### src/hdl/caid_regs.vh
// Constants of the accumulator and index datapath: opcodes, vectors, flag bits, resets
`ifndef CAID_REGS_VH
`define CAID_REGS_VH

// Page-select prebyte: following opcode works on the secondary index
`define CAID_OP_PREBYTE   8'h18

// Inherent opcodes
`define CAID_OP_NOP       8'h01
`define CAID_OP_IDIV      8'h02
`define CAID_OP_FDIV      8'h03
`define CAID_OP_TAP       8'h06
`define CAID_OP_TPA       8'h07
`define CAID_OP_INX       8'h08
`define CAID_OP_DEX       8'h09
`define CAID_OP_SBA       8'h10
`define CAID_OP_CBA       8'h11
`define CAID_OP_DAA       8'h19
`define CAID_OP_ABA       8'h1b
`define CAID_OP_PULA      8'h32
`define CAID_OP_PSHA      8'h36
`define CAID_OP_ABX       8'h3a
`define CAID_OP_SWAP_DOUBLE_WITH_PRIMARY_INDEX      8'h8f

// Immediate, full address and indexed opcodes
`define CAID_OP_LDAA_IMM  8'h86
`define CAID_OP_LDAB_IMM  8'hc6
`define CAID_OP_LDX_IMM   8'hce
`define CAID_OP_LDS_IMM   8'h8e
`define CAID_OP_LDAA_EXT  8'hb6
`define CAID_OP_LDAA_IDX  8'ha6
`define CAID_OP_STAA_IDX  8'ha7
`define CAID_OP_BSET_IDX  8'h1c
`define CAID_OP_BCLR_IDX  8'h1d

// Vector addresses (high byte at the address, low byte at the next)
`define CAID_VEC_RESET    16'hfffe
`define CAID_VEC_XIRQ     16'hfff4
`define CAID_VEC_IRQ      16'hfff2

// Condition flag bit positions
`define CAID_CF_S         7
`define CAID_CF_X         6
`define CAID_CF_H         5
`define CAID_CF_I         4
`define CAID_CF_N         3
`define CAID_CF_Z         2
`define CAID_CF_V         1
`define CAID_CF_C         0

// Reset values
`define CAID_CF_RESET     8'hd0
`define CAID_SP_RESET     16'h0000

// Counts
`define CAID_DIV_STEPS    5'h10
`define CAID_STACK_BYTES  4'h9

`endif

### src/hdl/caid_div.v
// Iterative 16 by 16 restoring divider for integer and fractional divide
`timescale 1ns/1ns
`include "caid_regs.vh"

module caid_div #(
  parameter WIDTH = 16
) (
  input  wire             clock,
  input  wire             rst,
  input  wire             start,
  input  wire             frac,
  input  wire [WIDTH-1:0] dividend,
  input  wire [WIDTH-1:0] divisor,
  output reg  [WIDTH-1:0] quotient,
  output reg  [WIDTH-1:0] remainder,
  output reg              done,
  output reg              div_zero,
  output reg              overflow
);

  reg  [4:0]   count;
  reg          busy;
  wire [WIDTH:0] trial = {remainder, quotient[WIDTH-1]};
  wire         fits  = trial >= {1'b0, divisor};
  wire [WIDTH:0] diff = trial - {1'b0, divisor};

  always @(posedge clock or posedge rst) begin
    if (rst) begin
      quotient  <= {WIDTH{1'b0}};
      remainder <= {WIDTH{1'b0}};
      done      <= 1'b0;
      div_zero  <= 1'b0;
      overflow  <= 1'b0;
      count     <= 5'h00;
      busy      <= 1'b0;
    end else begin
      done <= 1'b0;
      if (start) begin
        div_zero <= (divisor == {WIDTH{1'b0}});
        overflow <= frac && (divisor <= dividend);
        if (divisor == {WIDTH{1'b0}} || (frac && divisor <= dividend)) begin
          // Undefined quotient: all ones, dividend left as remainder
          quotient  <= {WIDTH{1'b1}};
          remainder <= dividend;
          done      <= 1'b1;
        end else begin
          // Fractional form divides dividend shifted up by one word
          remainder <= frac ? dividend : {WIDTH{1'b0}};
          quotient  <= frac ? {WIDTH{1'b0}} : dividend;
          count     <= `CAID_DIV_STEPS;
          busy      <= 1'b1;
        end
      end else if (busy) begin
        remainder <= fits ? diff[WIDTH-1:0] : trial[WIDTH-1:0];
        quotient  <= {quotient[WIDTH-2:0], fits};
        count     <= count - 5'h01;
        if (count == 5'h01) begin
          busy <= 1'b0;
          done <= 1'b1;
        end
      end
    end
  end

endmodule

### src/hdl/caid_core.v
// CPU core: accumulators, index registers, stack, flags and indexed addressing
`timescale 1ns/1ns
`include "caid_regs.vh"

module caid_core (
  input  wire        clock,
  input  wire        rst,
  input  wire [7:0]  bus_rdata,
  input  wire        irq_req,
  input  wire        xirq_req,
  output reg  [15:0] bus_addr,
  output reg  [7:0]  bus_wdata,
  output reg         bus_rd,
  output reg         bus_wr,
  output reg         op_fetch,
  output reg  [7:0]  acc_first,
  output reg  [7:0]  acc_second,
  output reg  [15:0] idx_primary,
  output reg  [15:0] idx_secondary,
  output reg  [15:0] stack_pointer,
  output reg  [15:0] program_counter,
  output reg  [7:0]  condition_flags_register
);

  ////////////////////////////////////////////////////////////////////////////////
  // States

  localparam [11:0] ST_VECH  = 12'h001;
  localparam [11:0] ST_VECL  = 12'h002;
  localparam [11:0] ST_OP    = 12'h004;
  localparam [11:0] ST_OP2   = 12'h008;
  localparam [11:0] ST_IMM1  = 12'h010;
  localparam [11:0] ST_IMM2  = 12'h020;
  localparam [11:0] ST_MASK  = 12'h040;
  localparam [11:0] ST_MEMRD = 12'h080;
  localparam [11:0] ST_WRDN  = 12'h100;
  localparam [11:0] ST_DIV   = 12'h200;
  localparam [11:0] ST_PULL  = 12'h400;
  localparam [11:0] ST_PUSH  = 12'h800;

  reg  [11:0] state;
  reg  [7:0]  op;
  reg         ypage;
  reg  [15:0] ea;
  reg  [7:0]  hold;
  reg  [3:0]  push_cnt;
  reg  [15:0] vec_addr;
  reg         div_start;
  reg         div_frac;

  ////////////////////////////////////////////////////////////////////////////////
  // Arithmetic

  wire [15:0] dbl      = {acc_first, acc_second};
  wire [15:0] idx_sel  = ypage ? idx_secondary : idx_primary;
  // Stream address once this edge's own counter step has landed
  wire [15:0] next_pc  = ((state & (ST_OP | ST_OP2 | ST_IMM1 | ST_IMM2)) != 12'h000) ?
                         program_counter + 16'h0001 : program_counter;
  wire [8:0]  pair_sum = {1'b0, acc_first} + {1'b0, acc_second};
  wire [8:0]  pair_dif = {1'b0, acc_first} - {1'b0, acc_second};
  wire [4:0]  nib_sum  = {1'b0, acc_first[3:0]} + {1'b0, acc_second[3:0]};
  wire        add_ovf  = (acc_first[7] == acc_second[7]) && (pair_sum[7] != acc_first[7]);
  wire        sub_ovf  = (acc_first[7] != acc_second[7]) && (pair_dif[7] != acc_first[7]);
  wire        lo_fix   = condition_flags_register[`CAID_CF_H] || (acc_first[3:0] > 4'h9);
  wire        hi_fix   = condition_flags_register[`CAID_CF_C] || (acc_first[7:4] > 4'h9) ||
                         ((acc_first[7:4] >= 4'h9) && (acc_first[3:0] > 4'h9));
  wire [8:0]  bcd_res  = {1'b0, acc_first} + {2'b00, hi_fix, hi_fix, 2'b00, lo_fix, lo_fix, 1'b0};
  wire        take_x   = xirq_req && !condition_flags_register[`CAID_CF_X];
  wire        take_i   = irq_req && !condition_flags_register[`CAID_CF_I];

  wire [15:0] div_quo;
  wire [15:0] div_rem;
  wire        div_done;
  wire        div_zero;
  wire        div_ovf;

  caid_div #(
    .WIDTH (16)
  ) u_div (
    .clock     (clock),
    .rst       (rst),
    .start     (div_start),
    .frac      (div_frac),
    .dividend  (dbl),
    .divisor   (idx_primary),
    .quotient  (div_quo),
    .remainder (div_rem),
    .done      (div_done),
    .div_zero  (div_zero),
    .overflow  (div_ovf)
  );

  // Byte order stacked on interrupt, first one written at the top
  function [7:0] stack_byte;
    input [3:0] n;
    begin
      case (n)
        4'h0:    stack_byte = next_pc[7:0];
        4'h1:    stack_byte = next_pc[15:8];
        4'h2:    stack_byte = idx_secondary[7:0];
        4'h3:    stack_byte = idx_secondary[15:8];
        4'h4:    stack_byte = idx_primary[7:0];
        4'h5:    stack_byte = idx_primary[15:8];
        4'h6:    stack_byte = acc_first;
        4'h7:    stack_byte = acc_second;
        default: stack_byte = condition_flags_register;
      endcase
    end
  endfunction

  ////////////////////////////////////////////////////////////////////////////////
  // Sequencing helpers

  task set_nz8;
    input [7:0] v;
    begin
      condition_flags_register[`CAID_CF_N] <= v[7];
      condition_flags_register[`CAID_CF_Z] <= (v == 8'h00);
      condition_flags_register[`CAID_CF_V] <= 1'b0;
    end
  endtask

  task set_idx;
    input [15:0] v;
    begin
      if (ypage) begin
        idx_secondary <= v;
      end else begin
        idx_primary <= v;
      end
    end
  endtask

  // Instruction boundary: take a pending interrupt or fetch the next opcode
  task end_instr;
    begin
      ypage <= 1'b0;
      if (take_x || take_i) begin
        vec_addr      <= take_x ? `CAID_VEC_XIRQ : `CAID_VEC_IRQ;
        bus_addr      <= stack_pointer;
        bus_wdata     <= stack_byte(4'h0);
        bus_wr        <= 1'b1;
        stack_pointer <= stack_pointer - 16'h0001;
        push_cnt      <= 4'h1;
        state         <= ST_PUSH;
      end else begin
        bus_addr <= next_pc;
        bus_rd   <= 1'b1;
        state    <= ST_OP;
      end
    end
  endtask

  task fetch_next;
    begin
      bus_addr        <= program_counter + 16'h0001;
      bus_rd          <= 1'b1;
      program_counter <= program_counter + 16'h0001;
    end
  endtask

  task decode;
    input [7:0] o;
    begin
      op <= o;
      case (o)
        `CAID_OP_ABA: begin
          acc_first <= pair_sum[7:0];
          condition_flags_register[`CAID_CF_H] <= nib_sum[4];
          condition_flags_register[`CAID_CF_N] <= pair_sum[7];
          condition_flags_register[`CAID_CF_Z] <= (pair_sum[7:0] == 8'h00);
          condition_flags_register[`CAID_CF_V] <= add_ovf;
          condition_flags_register[`CAID_CF_C] <= pair_sum[8];
          end_instr;
        end
        `CAID_OP_SBA, `CAID_OP_CBA: begin
          if (o == `CAID_OP_SBA) begin
            acc_first <= pair_dif[7:0];
          end
          condition_flags_register[`CAID_CF_N] <= pair_dif[7];
          condition_flags_register[`CAID_CF_Z] <= (pair_dif[7:0] == 8'h00);
          condition_flags_register[`CAID_CF_V] <= sub_ovf;
          condition_flags_register[`CAID_CF_C] <= pair_dif[8];
          end_instr;
        end
        `CAID_OP_TAP: begin
          // Software may clear the nonmaskable mask but never set it
          condition_flags_register <= {acc_first[7],
                                       acc_first[6] & condition_flags_register[`CAID_CF_X],
                                       acc_first[5:0]};
          end_instr;
        end
        `CAID_OP_TPA: begin
          acc_first <= condition_flags_register;
          end_instr;
        end
        `CAID_OP_DAA: begin
          acc_first <= bcd_res[7:0];
          condition_flags_register[`CAID_CF_N] <= bcd_res[7];
          condition_flags_register[`CAID_CF_Z] <= (bcd_res[7:0] == 8'h00);
          condition_flags_register[`CAID_CF_C] <= hi_fix | bcd_res[8];
          end_instr;
        end
        `CAID_OP_ABX: begin
          set_idx(idx_sel + {8'h00, acc_second});
          end_instr;
        end
        `CAID_OP_SWAP_DOUBLE_WITH_PRIMARY_INDEX: begin
          set_idx(dbl);
          acc_first  <= idx_sel[15:8];
          acc_second <= idx_sel[7:0];
          end_instr;
        end
        `CAID_OP_INX, `CAID_OP_DEX: begin
          set_idx((o == `CAID_OP_INX) ? idx_sel + 16'h0001 : idx_sel - 16'h0001);
          condition_flags_register[`CAID_CF_Z] <=
            ((o == `CAID_OP_INX) ? idx_sel + 16'h0001 : idx_sel - 16'h0001) == 16'h0000;
          end_instr;
        end
        `CAID_OP_IDIV, `CAID_OP_FDIV: begin
          div_start <= 1'b1;
          div_frac  <= (o == `CAID_OP_FDIV);
          state     <= ST_DIV;
        end
        `CAID_OP_PSHA: begin
          bus_addr      <= stack_pointer;
          bus_wdata     <= acc_first;
          bus_wr        <= 1'b1;
          stack_pointer <= stack_pointer - 16'h0001;
          state         <= ST_WRDN;
        end
        `CAID_OP_PULA: begin
          bus_addr      <= stack_pointer + 16'h0001;
          bus_rd        <= 1'b1;
          stack_pointer <= stack_pointer + 16'h0001;
          state         <= ST_PULL;
        end
        `CAID_OP_LDAA_IMM, `CAID_OP_LDAB_IMM, `CAID_OP_LDX_IMM, `CAID_OP_LDS_IMM,
        `CAID_OP_LDAA_EXT, `CAID_OP_LDAA_IDX, `CAID_OP_STAA_IDX,
        `CAID_OP_BSET_IDX, `CAID_OP_BCLR_IDX: begin
          bus_addr <= next_pc;
          bus_rd   <= 1'b1;
          state    <= ST_IMM1;
        end
        default: begin
          end_instr;
        end
      endcase
    end
  endtask

  ////////////////////////////////////////////////////////////////////////////////
  // Main sequencer

  always @(posedge clock or posedge rst) begin
    if (rst) begin
      bus_addr                 <= `CAID_VEC_RESET;
      bus_wdata                <= 8'h00;
      bus_rd                   <= 1'b1;
      bus_wr                   <= 1'b0;
      op_fetch                 <= 1'b0;
      acc_first                <= 8'h00;
      acc_second               <= 8'h00;
      idx_primary              <= 16'h0000;
      idx_secondary            <= 16'h0000;
      stack_pointer            <= `CAID_SP_RESET;
      program_counter          <= 16'h0000;
      condition_flags_register <= `CAID_CF_RESET;
      state                    <= ST_VECH;
      op                       <= 8'h00;
      ypage                    <= 1'b0;
      ea                       <= 16'h0000;
      hold                     <= 8'h00;
      push_cnt                 <= 4'h0;
      vec_addr                 <= `CAID_VEC_RESET;
      div_start                <= 1'b0;
      div_frac                 <= 1'b0;
    end else begin
      bus_rd    <= 1'b0;
      bus_wr    <= 1'b0;
      op_fetch  <= 1'b0;
      div_start <= 1'b0;
      case (state)
        ST_VECH: begin
          hold     <= bus_rdata;
          bus_addr <= vec_addr + 16'h0001;
          bus_rd   <= 1'b1;
          state    <= ST_VECL;
        end
        ST_VECL: begin
          program_counter <= {hold, bus_rdata};
          bus_addr        <= {hold, bus_rdata};
          bus_rd          <= 1'b1;
          state           <= ST_OP;
        end
        ST_OP: begin
          op_fetch        <= 1'b1;
          program_counter <= program_counter + 16'h0001;
          if (bus_rdata == `CAID_OP_PREBYTE) begin
            ypage    <= 1'b1;
            bus_addr <= program_counter + 16'h0001;
            bus_rd   <= 1'b1;
            state    <= ST_OP2;
          end else begin
            decode(bus_rdata);
          end
        end
        ST_OP2: begin
          program_counter <= program_counter + 16'h0001;
          decode(bus_rdata);
        end
        ST_IMM1: begin
          program_counter <= program_counter + 16'h0001;
          case (op)
            `CAID_OP_LDAA_IMM: begin
              acc_first <= bus_rdata;
              set_nz8(bus_rdata);
              end_instr;
            end
            `CAID_OP_LDAB_IMM: begin
              acc_second <= bus_rdata;
              set_nz8(bus_rdata);
              end_instr;
            end
            `CAID_OP_LDAA_IDX, `CAID_OP_STAA_IDX, `CAID_OP_BSET_IDX, `CAID_OP_BCLR_IDX: begin
              ea <= idx_sel + {8'h00, bus_rdata};
              if (op == `CAID_OP_STAA_IDX) begin
                bus_addr  <= idx_sel + {8'h00, bus_rdata};
                bus_wdata <= acc_first;
                bus_wr    <= 1'b1;
                set_nz8(acc_first);
                state     <= ST_WRDN;
              end else if (op == `CAID_OP_LDAA_IDX) begin
                bus_addr <= idx_sel + {8'h00, bus_rdata};
                bus_rd   <= 1'b1;
                state    <= ST_MEMRD;
              end else begin
                fetch_next;
                state <= ST_MASK;
              end
            end
            default: begin
              hold  <= bus_rdata;
              fetch_next;
              state <= ST_IMM2;
            end
          endcase
        end
        ST_IMM2: begin
          program_counter <= program_counter + 16'h0001;
          case (op)
            `CAID_OP_LDX_IMM: begin
              set_idx({hold, bus_rdata});
              condition_flags_register[`CAID_CF_N] <= hold[7];
              condition_flags_register[`CAID_CF_Z] <= ({hold, bus_rdata} == 16'h0000);
              condition_flags_register[`CAID_CF_V] <= 1'b0;
              end_instr;
            end
            `CAID_OP_LDS_IMM: begin
              stack_pointer <= {hold, bus_rdata};
              end_instr;
            end
            default: begin
              ea       <= {hold, bus_rdata};
              bus_addr <= {hold, bus_rdata};
              bus_rd   <= 1'b1;
              state    <= ST_MEMRD;
            end
          endcase
        end
        ST_MASK: begin
          program_counter <= program_counter + 16'h0001;
          hold            <= bus_rdata;
          bus_addr        <= ea;
          bus_rd          <= 1'b1;
          state           <= ST_MEMRD;
        end
        ST_MEMRD: begin
          if (op == `CAID_OP_BSET_IDX || op == `CAID_OP_BCLR_IDX) begin
            bus_addr  <= ea;
            bus_wdata <= (op == `CAID_OP_BSET_IDX) ? (bus_rdata | hold) : (bus_rdata & ~hold);
            bus_wr    <= 1'b1;
            set_nz8((op == `CAID_OP_BSET_IDX) ? (bus_rdata | hold) : (bus_rdata & ~hold));
            state     <= ST_WRDN;
          end else begin
            acc_first <= bus_rdata;
            set_nz8(bus_rdata);
            end_instr;
          end
        end
        ST_WRDN: begin
          end_instr;
        end
        ST_DIV: begin
          if (div_done) begin
            idx_primary <= div_quo;
            acc_first   <= div_rem[15:8];
            acc_second  <= div_rem[7:0];
            condition_flags_register[`CAID_CF_Z] <= (div_quo == 16'h0000);
            condition_flags_register[`CAID_CF_V] <= div_frac & div_ovf;
            condition_flags_register[`CAID_CF_C] <= div_zero;
            end_instr;
          end
        end
        ST_PULL: begin
          acc_first <= bus_rdata;
          end_instr;
        end
        ST_PUSH: begin
          if (push_cnt == `CAID_STACK_BYTES) begin
            // Mask further maskable interrupts, then fetch the vector
            condition_flags_register[`CAID_CF_I] <= 1'b1;
            if (vec_addr == `CAID_VEC_XIRQ) begin
              condition_flags_register[`CAID_CF_X] <= 1'b1;
            end
            bus_addr <= vec_addr;
            bus_rd   <= 1'b1;
            state    <= ST_VECH;
          end else begin
            bus_addr      <= stack_pointer;
            bus_wdata     <= stack_byte(push_cnt);
            bus_wr        <= 1'b1;
            stack_pointer <= stack_pointer - 16'h0001;
            push_cnt      <= push_cnt + 4'h1;
          end
        end
        default: begin
          state <= ST_VECH;
        end
      endcase
    end
  end

endmodule

### config.mk
export PLATFORM = sky130hd
export DESIGN_NAME = caid_core
export DESIGN_NICKNAME = d
export VERILOG_FILES = /design/src/hdl/caid_div.v /design/src/hdl/caid_core.v
export VERILOG_INCLUDE_DIRS = /design/src /design/src/hdl
export SDC_FILE = /design/constraint.sdc
export NUM_CORES = 1
export LEC_CHECK = 0
export ABC_AREA = 1
export BUFFER_PORTS_ARGS = -buffer_cell sky130_fd_sc_hd__buf_4
export CORE_ASPECT_RATIO = 1.75
export CORE_MARGIN = 1
export CORE_UTILIZATION = 57
export DETAILED_ROUTE_END_ITERATION = 12
export PLACE_DENSITY_LB_ADDON = 0.12
export SLEW_MARGIN = 20
export SYNTH_ARGS = -nofsm -noshare
export SYNTH_HDL_FRONTEND = slang
export SYNTH_SLANG_ARGS = --single-unit
export TNS_END_PERCENT = 1
### constraint.sdc
create_clock -name clock -period 5.8 [get_ports clock]
set_input_delay 0.29 -clock clock [delete_from_list [all_inputs] [get_ports clock]]
set_output_delay 0.29 -clock clock [all_outputs]
set_load 0.02 [all_outputs]
==> results of run 1 <==
[per-stage QoR]
step	instance area [µm²]	hold slack, ps	utilization (%)	setup slack, ps
after floorplan	21200	449	-	2800
after global placement	22500	284	61.3	1950
after detailed placement	22500	294	61.3	1900
after CTS	23300	110	63.5	1910
[per-layer routing]
layer,global-route usage (%),overflow
met1,78.7,3
met5,20.1,1
met3,60.5,20
met2,97.6,317
met4,80.4,195
[cells by family after synthesis]
kind of cell	after synthesis	synth area share (%)
AOI/OAI and AO/OA	720	20.0
xor gates and xnor gates	66	2.73
adders and majority gates	102	6.28
buffers and inverters	515	9.54
DFF	210	25.0
muxes	4	0.207
and+or+nand+nor	1765	36.3
[what timing repair did]
| item | CTS |
|---|---|
| hold buffers | 1 |
| endpoints found under the hold margin | 14 |
| buffers inserted | 0 |
==> summary.md, run 1 <==
* 30300 — number of global-route vias before repair
* 210 — FF+latch count, synth
* 126 — input/output buffers
* 210 — TritonCTS Sinks
* 3382 — post-synthesis cell count
* 57.7% — initial core utilization
* 3496 — syn_nets
* 93300 µm — post-detail-place hpwl
* 0 — number of flops mapped to enable cells by yosys
* 3 — buffers from clock root to sink, at most
* 149 — largest net degree at the start of global routing
* [ERROR GRT-0116] Global routing finished with congestion. Check the congestion regions in the DRC Viewer. — error that ended the run
* 0 — post-cts repair resize count
* 148 µm — Die X-Extent
* clkbuf_16 — clock tree root buffer cell
* 1 — deepest level of the CTS H-tree
* dfrtp_1 — primary flip-flop cell chosen by synthesis mapping
* nand2_1 — leading cell type by number of instances after synthesis
* 22.1% — top-area cell type share of the netlist area
* 127 — number of top-level design ports
* 536 — gr ovfl total
* 1.24 — routability-driven placement congestion ratio
* 66 — Distinct cells, synth
* 24 — clock buffer count from CTS
* 257 µm — die boundary height
* 228000 µm — wire length of the first global-routing pass
* 3904 — number of placed instances with taps included
* nand2_1 (919), inv_1 (358), nor2_1 (351) — leading cell types by count after synthesis
* dfrtp_1 (22%), nand2_1 (16%), o21ai_0 (6.4%) — largest cells by area after synthesis
* 0.0212 mm² — Netlist Area Pre-Place
* 78.9% — overall fraction of global-route tracks in use
* 100% — Synth async-reset ratio
* 25.0% — portion of the post-synthesis area used by sequential elements
* 93 — cell row count
* global routing — last flow stage reached
* 6.25 µm² — average cell area after synthesis
* stopped before the end — status
* 0 — number of synthesis warnings
* dfrtp_1 — library cell occupying the most area in the post-synthesis netlist
==> run 2: changes to the inputs <==
- CORE_ASPECT_RATIO: 1.75 -> not set
- CORE_UTILIZATION: 57 -> 40
- PLACE_DENSITY_LB_ADDON: 0.12 -> 0.15
- clock period: 5.8 -> 7.5 ns (I/O delays scaled with it)
==> run 2 against run 1 <==
The run now ends clean. Synthesized cell count unchanged. Area after synthesis unchanged.
==> summary.md, run 2 <==
* finished, final reports clean — status
* 0.0538 mm² — Die Footprint
* 46300 µm — wire length on met1
* dfrtp_1 — library cell occupying the most area in the post-synthesis netlist
* 100% — Synth async-reset ratio
* 232 µm — Die X-Extent
* 29 — clock buffer count from CTS
* nand2_1 — most common cell after layout, fill and taps aside
* 126 — input/output buffers
* 16 — Stages on worst setup path
* 820 ps — longest individual stage delay on the worst path
* clkbuf_16 — clock tree root buffer cell
* 22.1% — top-area cell type share of the netlist area
* 3496 — syn_nets
* 127 — number of top-level design ports
* 66 — Distinct cells, synth
* 14700 µm — routed length on met3
* 210 — FF+latch count, synth
* 40.8% — initial core utilization
* 3 — CP Buf/Inv Count
* 16 — Worst R2R Path Depth
* 4109 — number of placed instances with taps included
* flip-flop — critical path launch point type
* 6.40 — detailed-route vias per instance
* 0.0212 mm² — Netlist Area Pre-Place
* 57.5% — final cycle utilization of the critical path
* 0 — max_cap viols
* 10.2% — layout cell share with drive strength beyond 1
* met4 — highest signal layer in the routed design
* nand2_1 — Crit path top cell by count
* 210 — TritonCTS Sinks
* 26.4 ps — setup skew after layout
* 1.09 — routability-driven placement congestion ratio
* 630 ps — later-pin clock latency in the skew report
* nand2_1 (918), inv_1 (357), nor2_1 (347) — leading cell types in the layout, fill and taps excluded
* 22.8% — worst-case headroom to the max-slew limit
* 52200 µm — total length of routed met2 wires
* 0 — antenna-violating nets left
* 4310 ps — shortest period the worst path allows
* 0.0518 mm² — Core Box Area
* 126000 µm — Final Routed Wirelength
* 0 — number of flops mapped to enable cells by yosys
* 8070 ps — worst path required time
* 1150 ps — slew at the pin closest to its max-slew limit
* simple AND/OR/NAND/NOR gates — Largest delay share family, worst path
* 0 — gr ovfl total
* 3575 — number of nets in the layout
* 6.25 µm² — average cell area after synthesis
* 0.0238 mm² — final std cell area, no fill
* 3794 — number of DRC markers after the initial detailed-route iteration
* 0 — number of synthesis warnings
* flip-flop — Critical Path End Type
* flip-flop to flip-flop — kind of critical path
* 26700 — vias after detailed routing
* 0 — Final Hold Viols
* dfrtp_2 — cell with the largest stage delay on the worst path
* 0.232 GHz — upper clock frequency limit
* 4171 — Final Non-Filler Cells
* 0 — Setup Fix Bufs, Post-CTS
* dfrtp_1 — primary flip-flop cell chosen by synthesis mapping
* 25.0% — portion of the post-synthesis area used by sequential elements
* 0.0227 mm² — Placed Area
* false — setup repair after global routing missed its margin
* 24700 — number of global-route vias before repair
* 0 — setup violation total in the final timing report
* 120 mW/mm² — areal power density over the cells
* 3 — buffers from clock root to sink, at most
* 0 — number of slew-limit violations in the final report
* 4880 ps — data arrival at the endpoint of the critical path
* 8 — iteration count of the initial detailed-routing pass
* 1 — deepest level of the CTS H-tree
* 34 — largest fanout of any net on the critical path
* inv_1 > or2_2 > o21ai_0 > inv_1 > fa_1 > nand3_1 > nand2_1 > nand2_1 > nand3_1 > xor2_1 > nand2_1 > o21ai_0 > nand2_1 > nand4_1 > nand2_1 > inv_1 — series of cell instances along the critical path
* 83 — cell row count
* 30.1 µm — average wire per standard cell
* 0 ps — Sum Neg Setup Slack
* 0 — Post-route DRC
* 45.8% — final core utilization
* 232 µm — die boundary height
* 95700 µm — post-detail-place hpwl
* yes — CTS tree
* 11 — number of antenna violations at the first check in global routing
* 12.3% — layout overhead on the synthesized area
* 3382 — post-synthesis cell count
* nand2_1 (919), inv_1 (358), nor2_1 (351) — leading cell types by count after synthesis
* 5 — count of cells along the worst hold path
* 60 ps — clock transition at the register clock pins on the worst setup and hold paths after CTS
* 11.7 nW — total leakage power
* 45.9% — overall fraction of global-route tracks in use
* 0 — post-cts repair resize count
* dfrtp_1 (22%), nand2_1 (16%), o21ai_0 (6.4%) — largest cells by area after synthesis
* 178000 µm — wire length of the first global-routing pass
* 0.132 mV — Max VDD drop
* nand2_1 — leading cell type by number of instances after synthesis
* input pin to flip-flop — hold crit path type
* 97 — largest net degree at the start of global routing
==> run 2: kinds of logic after synthesis <==
logic type,Yosys count,share of synthesized area (%)
mux,4,0.207
compound gates,720,20.0
buf+inv,515,9.54
fa+ha+maj,102,6.28
xor+xnor,66,2.73
simple gates,1765,36.3
flops,210,25.0
==> run 2: area by class of cell <==
cell class / instances / area [µm²]
Inverter: 401 / 1510
Antenna cell: 7 / 17.5
Timing Repair Buffer: 162 / 1220
Clock buffer: 41 / 811
Clock inverter: 13 / 193
Fill cell: 5568 / 28100
Sequential cell: 210 / 5290
Multi-Input combinational cell: 2657 / 13900
Tap cell: 680 / 851
==> run 2: metal layers <==
metal,global-route usage [%],vias to the layer above
li1,-,11500
met1,56.6,12500
met2,68.8,2081
met3,10.3,558
met4,36.7,0
met5,0,-
==> run 2: stage by stage <==
| step | hold WS (ps) | setup slack [ps] | power (mW) |
|---|---|---|---|
| 4_1_cts | 175 | 2950 | 2.84 |
| 5_1_grt | 202 | 3100 | 2.90 |
| 3_5_place_dp | 465 | 2960 | 1.32 |
| 3_3_place_gp | 467 | 3010 | 1.32 |
| 6_report | 189 | 3190 | 2.85 |
| 2_1_floorplan | 449 | 1430 | 1.25 |
==> run 2: final timing paths <==
kind,from,end,slack [ps]
min in group asynchronous,rst,state[1],390
min,xirq_req,vec_addr[1],190
min reg2reg,u_div.quotient[9],u_div.quotient[9],480
max reg2reg,ypage,bus_addr[8],3190
max,ypage,bus_addr[8],3190
max in group asynchronous,rst,u_div.count[2],5460
==> run 2: timing repair <==
action	4_1_cts	5_1_grt
hold buffers	1	0
setup endpoints to repair	0	0
endpoints found under the hold margin	84	0
==> run 2: worst register-to-register path: cells and delay by family (launching register included) <==
| family | cells | cell delay (ps) |
|---|---|---|
| adders and majority gates | 1 | 470 |
| buffers and inverters | 3 | 780 |
| xor gates and xnor gates | 1 | 350 |
| AOI/OAI and AO/OA | 2 | 380 |
| DFF | 1 | 820 |
| and+or+nand+nor | 9 | 1450 |
==> run 2: power by group <==
part / switching [mW] / total [mW] / internal (mW) / leakage, nW
registers: 0.00309 / 1.14 / 1.14 / 2.52
logic: 0.131 / 0.169 / 0.0374 / 8.74
clock network: 0.651 / 1.54 / 0.893 / 0.486
No activity file was read; power rests on OpenSTA's default activity.
==> run 3: changes to the inputs <==
- clock period: 7.5 -> 3.7 ns (I/O delays scaled with it)
==> run 3 against run 2 <==
Total power grew 100%. Critical endpoint is now idx_primary[12]. Clock-buffer cell count shrank 4. Register-to-register slack lost 3100 ps. Clock power grew 97%. Global-route usage grew 1.3 points. Non-clock buffer count grew 128. Fmax grew 21%. Sequential power grew 100%. Core utilization grew 1.9 points. Combinational power grew 110%. Largest cell class unchanged.
==> summary.md, run 3 (synthesized netlist as in run 2, its figures left out) <==
* nand2_1 (918), inv_1 (356), nor2_1 (348) — leading cell types in the layout, fill and taps excluded
* 51.2 ps — Hold WS
* bus_rdata[1] — hold path startpoint
* 126 — input/output buffers
* false — setup repair after global routing missed its margin
* 0 — Final Hold Viols
* 183000 µm — wire length of the first global-routing pass
* 4120 ps — data arrival at the endpoint of the critical path
* 83 — cell row count
* 232 µm — Die X-Extent
* 0 — gr ovfl total
* 96.3% — final cycle utilization of the critical path
* 12.4 nW — total leakage power
* 3 — count of cells along the worst hold path
* flip-flop — critical path launch point type
* 4260 ps — worst path required time
* 0 — max_cap viols
* 6 — largest fanout of any net on the critical path
* 129000 µm — Final Routed Wirelength
* 0.0518 mm² — Core Box Area
* 3719 — number of DRC markers after the initial detailed-route iteration
* yes — CTS tree
* 140 ps — worst reg2reg setup slack
* 40.8% — initial core utilization
* 0 — antenna-violating nets left
* 47.8% — final core utilization
* 25500 — number of global-route vias before repair
* 620 ps — later-pin clock latency in the skew report
* 3702 — number of nets in the layout
* idx_primary[0] — Crit Reg-Reg Startpoint
* 127 — number of top-level design ports
* 16.4% — worst-case headroom to the max-slew limit
* 3560 ps — shortest period the worst path allows
* op[1] — worst-case hold path end point
* flip-flop to flip-flop — kind of critical path
* 68 — largest net degree at the start of global routing
* 8 — number of antenna violations at the first check in global routing
* 6.37 — detailed-route vias per instance
* 30.0 µm — average wire per standard cell
* 0.281 GHz — upper clock frequency limit
* 0 — setup violation total in the final timing report
* 5.70 mW — Design Power
* 17.1% — layout overhead on the synthesized area
* 210 — TritonCTS Sinks
* 28 — clock buffer count from CTS
* 6 — iteration count of the initial detailed-routing pass
* flip-flop — Critical Path End Type
* finished, final reports clean — status
* 1 — deepest level of the CTS H-tree
* 0.286 mV — Max VDD drop
* 232 µm — die boundary height
* 38.6 ps — setup skew after layout
* clkbuf_16 — clock tree root buffer cell
* 19 — Worst R2R Path Depth
* 3 — buffers from clock root to sink, at most
* 1240 ps — slew at the pin closest to its max-slew limit
* 1.12 — routability-driven placement congestion ratio
* 230 mW/mm² — areal power density over the cells
* 60 ps — clock transition at the register clock pins on the worst setup and hold paths after CTS
* 13.5% — layout cell share with drive strength beyond 1
* nand2_1 — most common cell after layout, fill and taps aside
* idx_primary[12] — capture instance of the worst register-to-register path
* 47.3% — overall fraction of global-route tracks in use
* 27400 — vias after detailed routing
* 0 — number of slew-limit violations in the final report
* 0 — Post-route DRC
* 101000 µm — post-detail-place hpwl
* input pin to flip-flop — hold crit path type
* 0.0538 mm² — Die Footprint
* 0 ps — Sum Neg Setup Slack
run 3: cell types whose count changed in the layout (fill, tap and decap cells not counted), sizes merged:
cell | previous run | this run
buf | 161 | 288
clkinvlp | 2 | 5
dlygate4sd3 | 1 | 2
clkbuf | 41 | 37
clkinv | 15 | 16
inv | 393 | 391
diode | 7 | 6
run 3: area by class of cell:
type	instances	area [µm²]
fill	5490	27100
multi-input combinational	2657	13900
sequential	210	5280
timing repair buffer	290	2260
inverter	401	1510
tap	680	851
clock buffer	37	774
clock inverter	15	200
antenna	6	15.0
run 3: report_power, final:
part           internal [mW]  switching, mW
logic                 0.0873          0.261
clock network           1.75           1.29
registers               2.30        0.00546
run 3: metrics by stage:
| step | setup slack, ps | instance area [µm²] | instances |
|---|---|---|---|
| 3_5_place_dp | 213 | 23700 | 4236 |
| 3_3_place_gp | 208 | 23700 | 4236 |
| 2_1_floorplan | 766 | 21200 | 3382 |
| 6_report | 137 | 24800 | 4296 |
| 5_1_grt | 7.50 | 24700 | 4290 |
| 4_1_cts | 199 | 24700 | 4290 |
run 3: timing repair:
item                                    in CTS  in global routing
endpoints found under the hold margin       23                  0
hold buffers                                 2                  0
endpoints found under the setup margin       0                  4
setup buffers                                0                  0
gates resized for setup                      0                  1
run 3: worst max-delay path by stage:
stage / depth (start not counted) / slack (ps) / endpoint / from
3_3_place_gp: 18 / 210 / idx_primary[14] / bus_rdata[2]
5_1_grt: 14 / 8 / condition_flags_register[2] / ypage
2_1_floorplan: 19 / 770 / idx_secondary[11] / ypage
4_1_cts: 19 / 200 / idx_primary[12] / idx_primary[0]
3_5_place_dp: 19 / 210 / idx_primary[12] / idx_primary[0]
6_report: 19 / 140 / idx_primary[12] / idx_primary[0]
run 3: critical path, cell delays in order, from the launching register on:
cell and delay [ps]:
dfrtp_1 520, inv_1 220, o21ai_2 300, buf_4 220
ha_1 190, inv_1 70, fa_1 380, inv_1 100
nand3_1 80, nand2_1 160, nand3_1 90, nand2_1 230
nand2_1 170, a21oi_1 140, o21ai_0 90, o211ai_1 200
nand2_1 100, nand2_1 90, nand2_1 60, nand2_1 70
run 3: metal layers:
layer	part of all wire (%)	up-vias	global-route usage [%]
li1	-	11800	-
met3	11	625	11.8
met4	10	4	38.9
met2	43	2137	72.2
met1	36	12800	56.0
met5	0.024	-	0
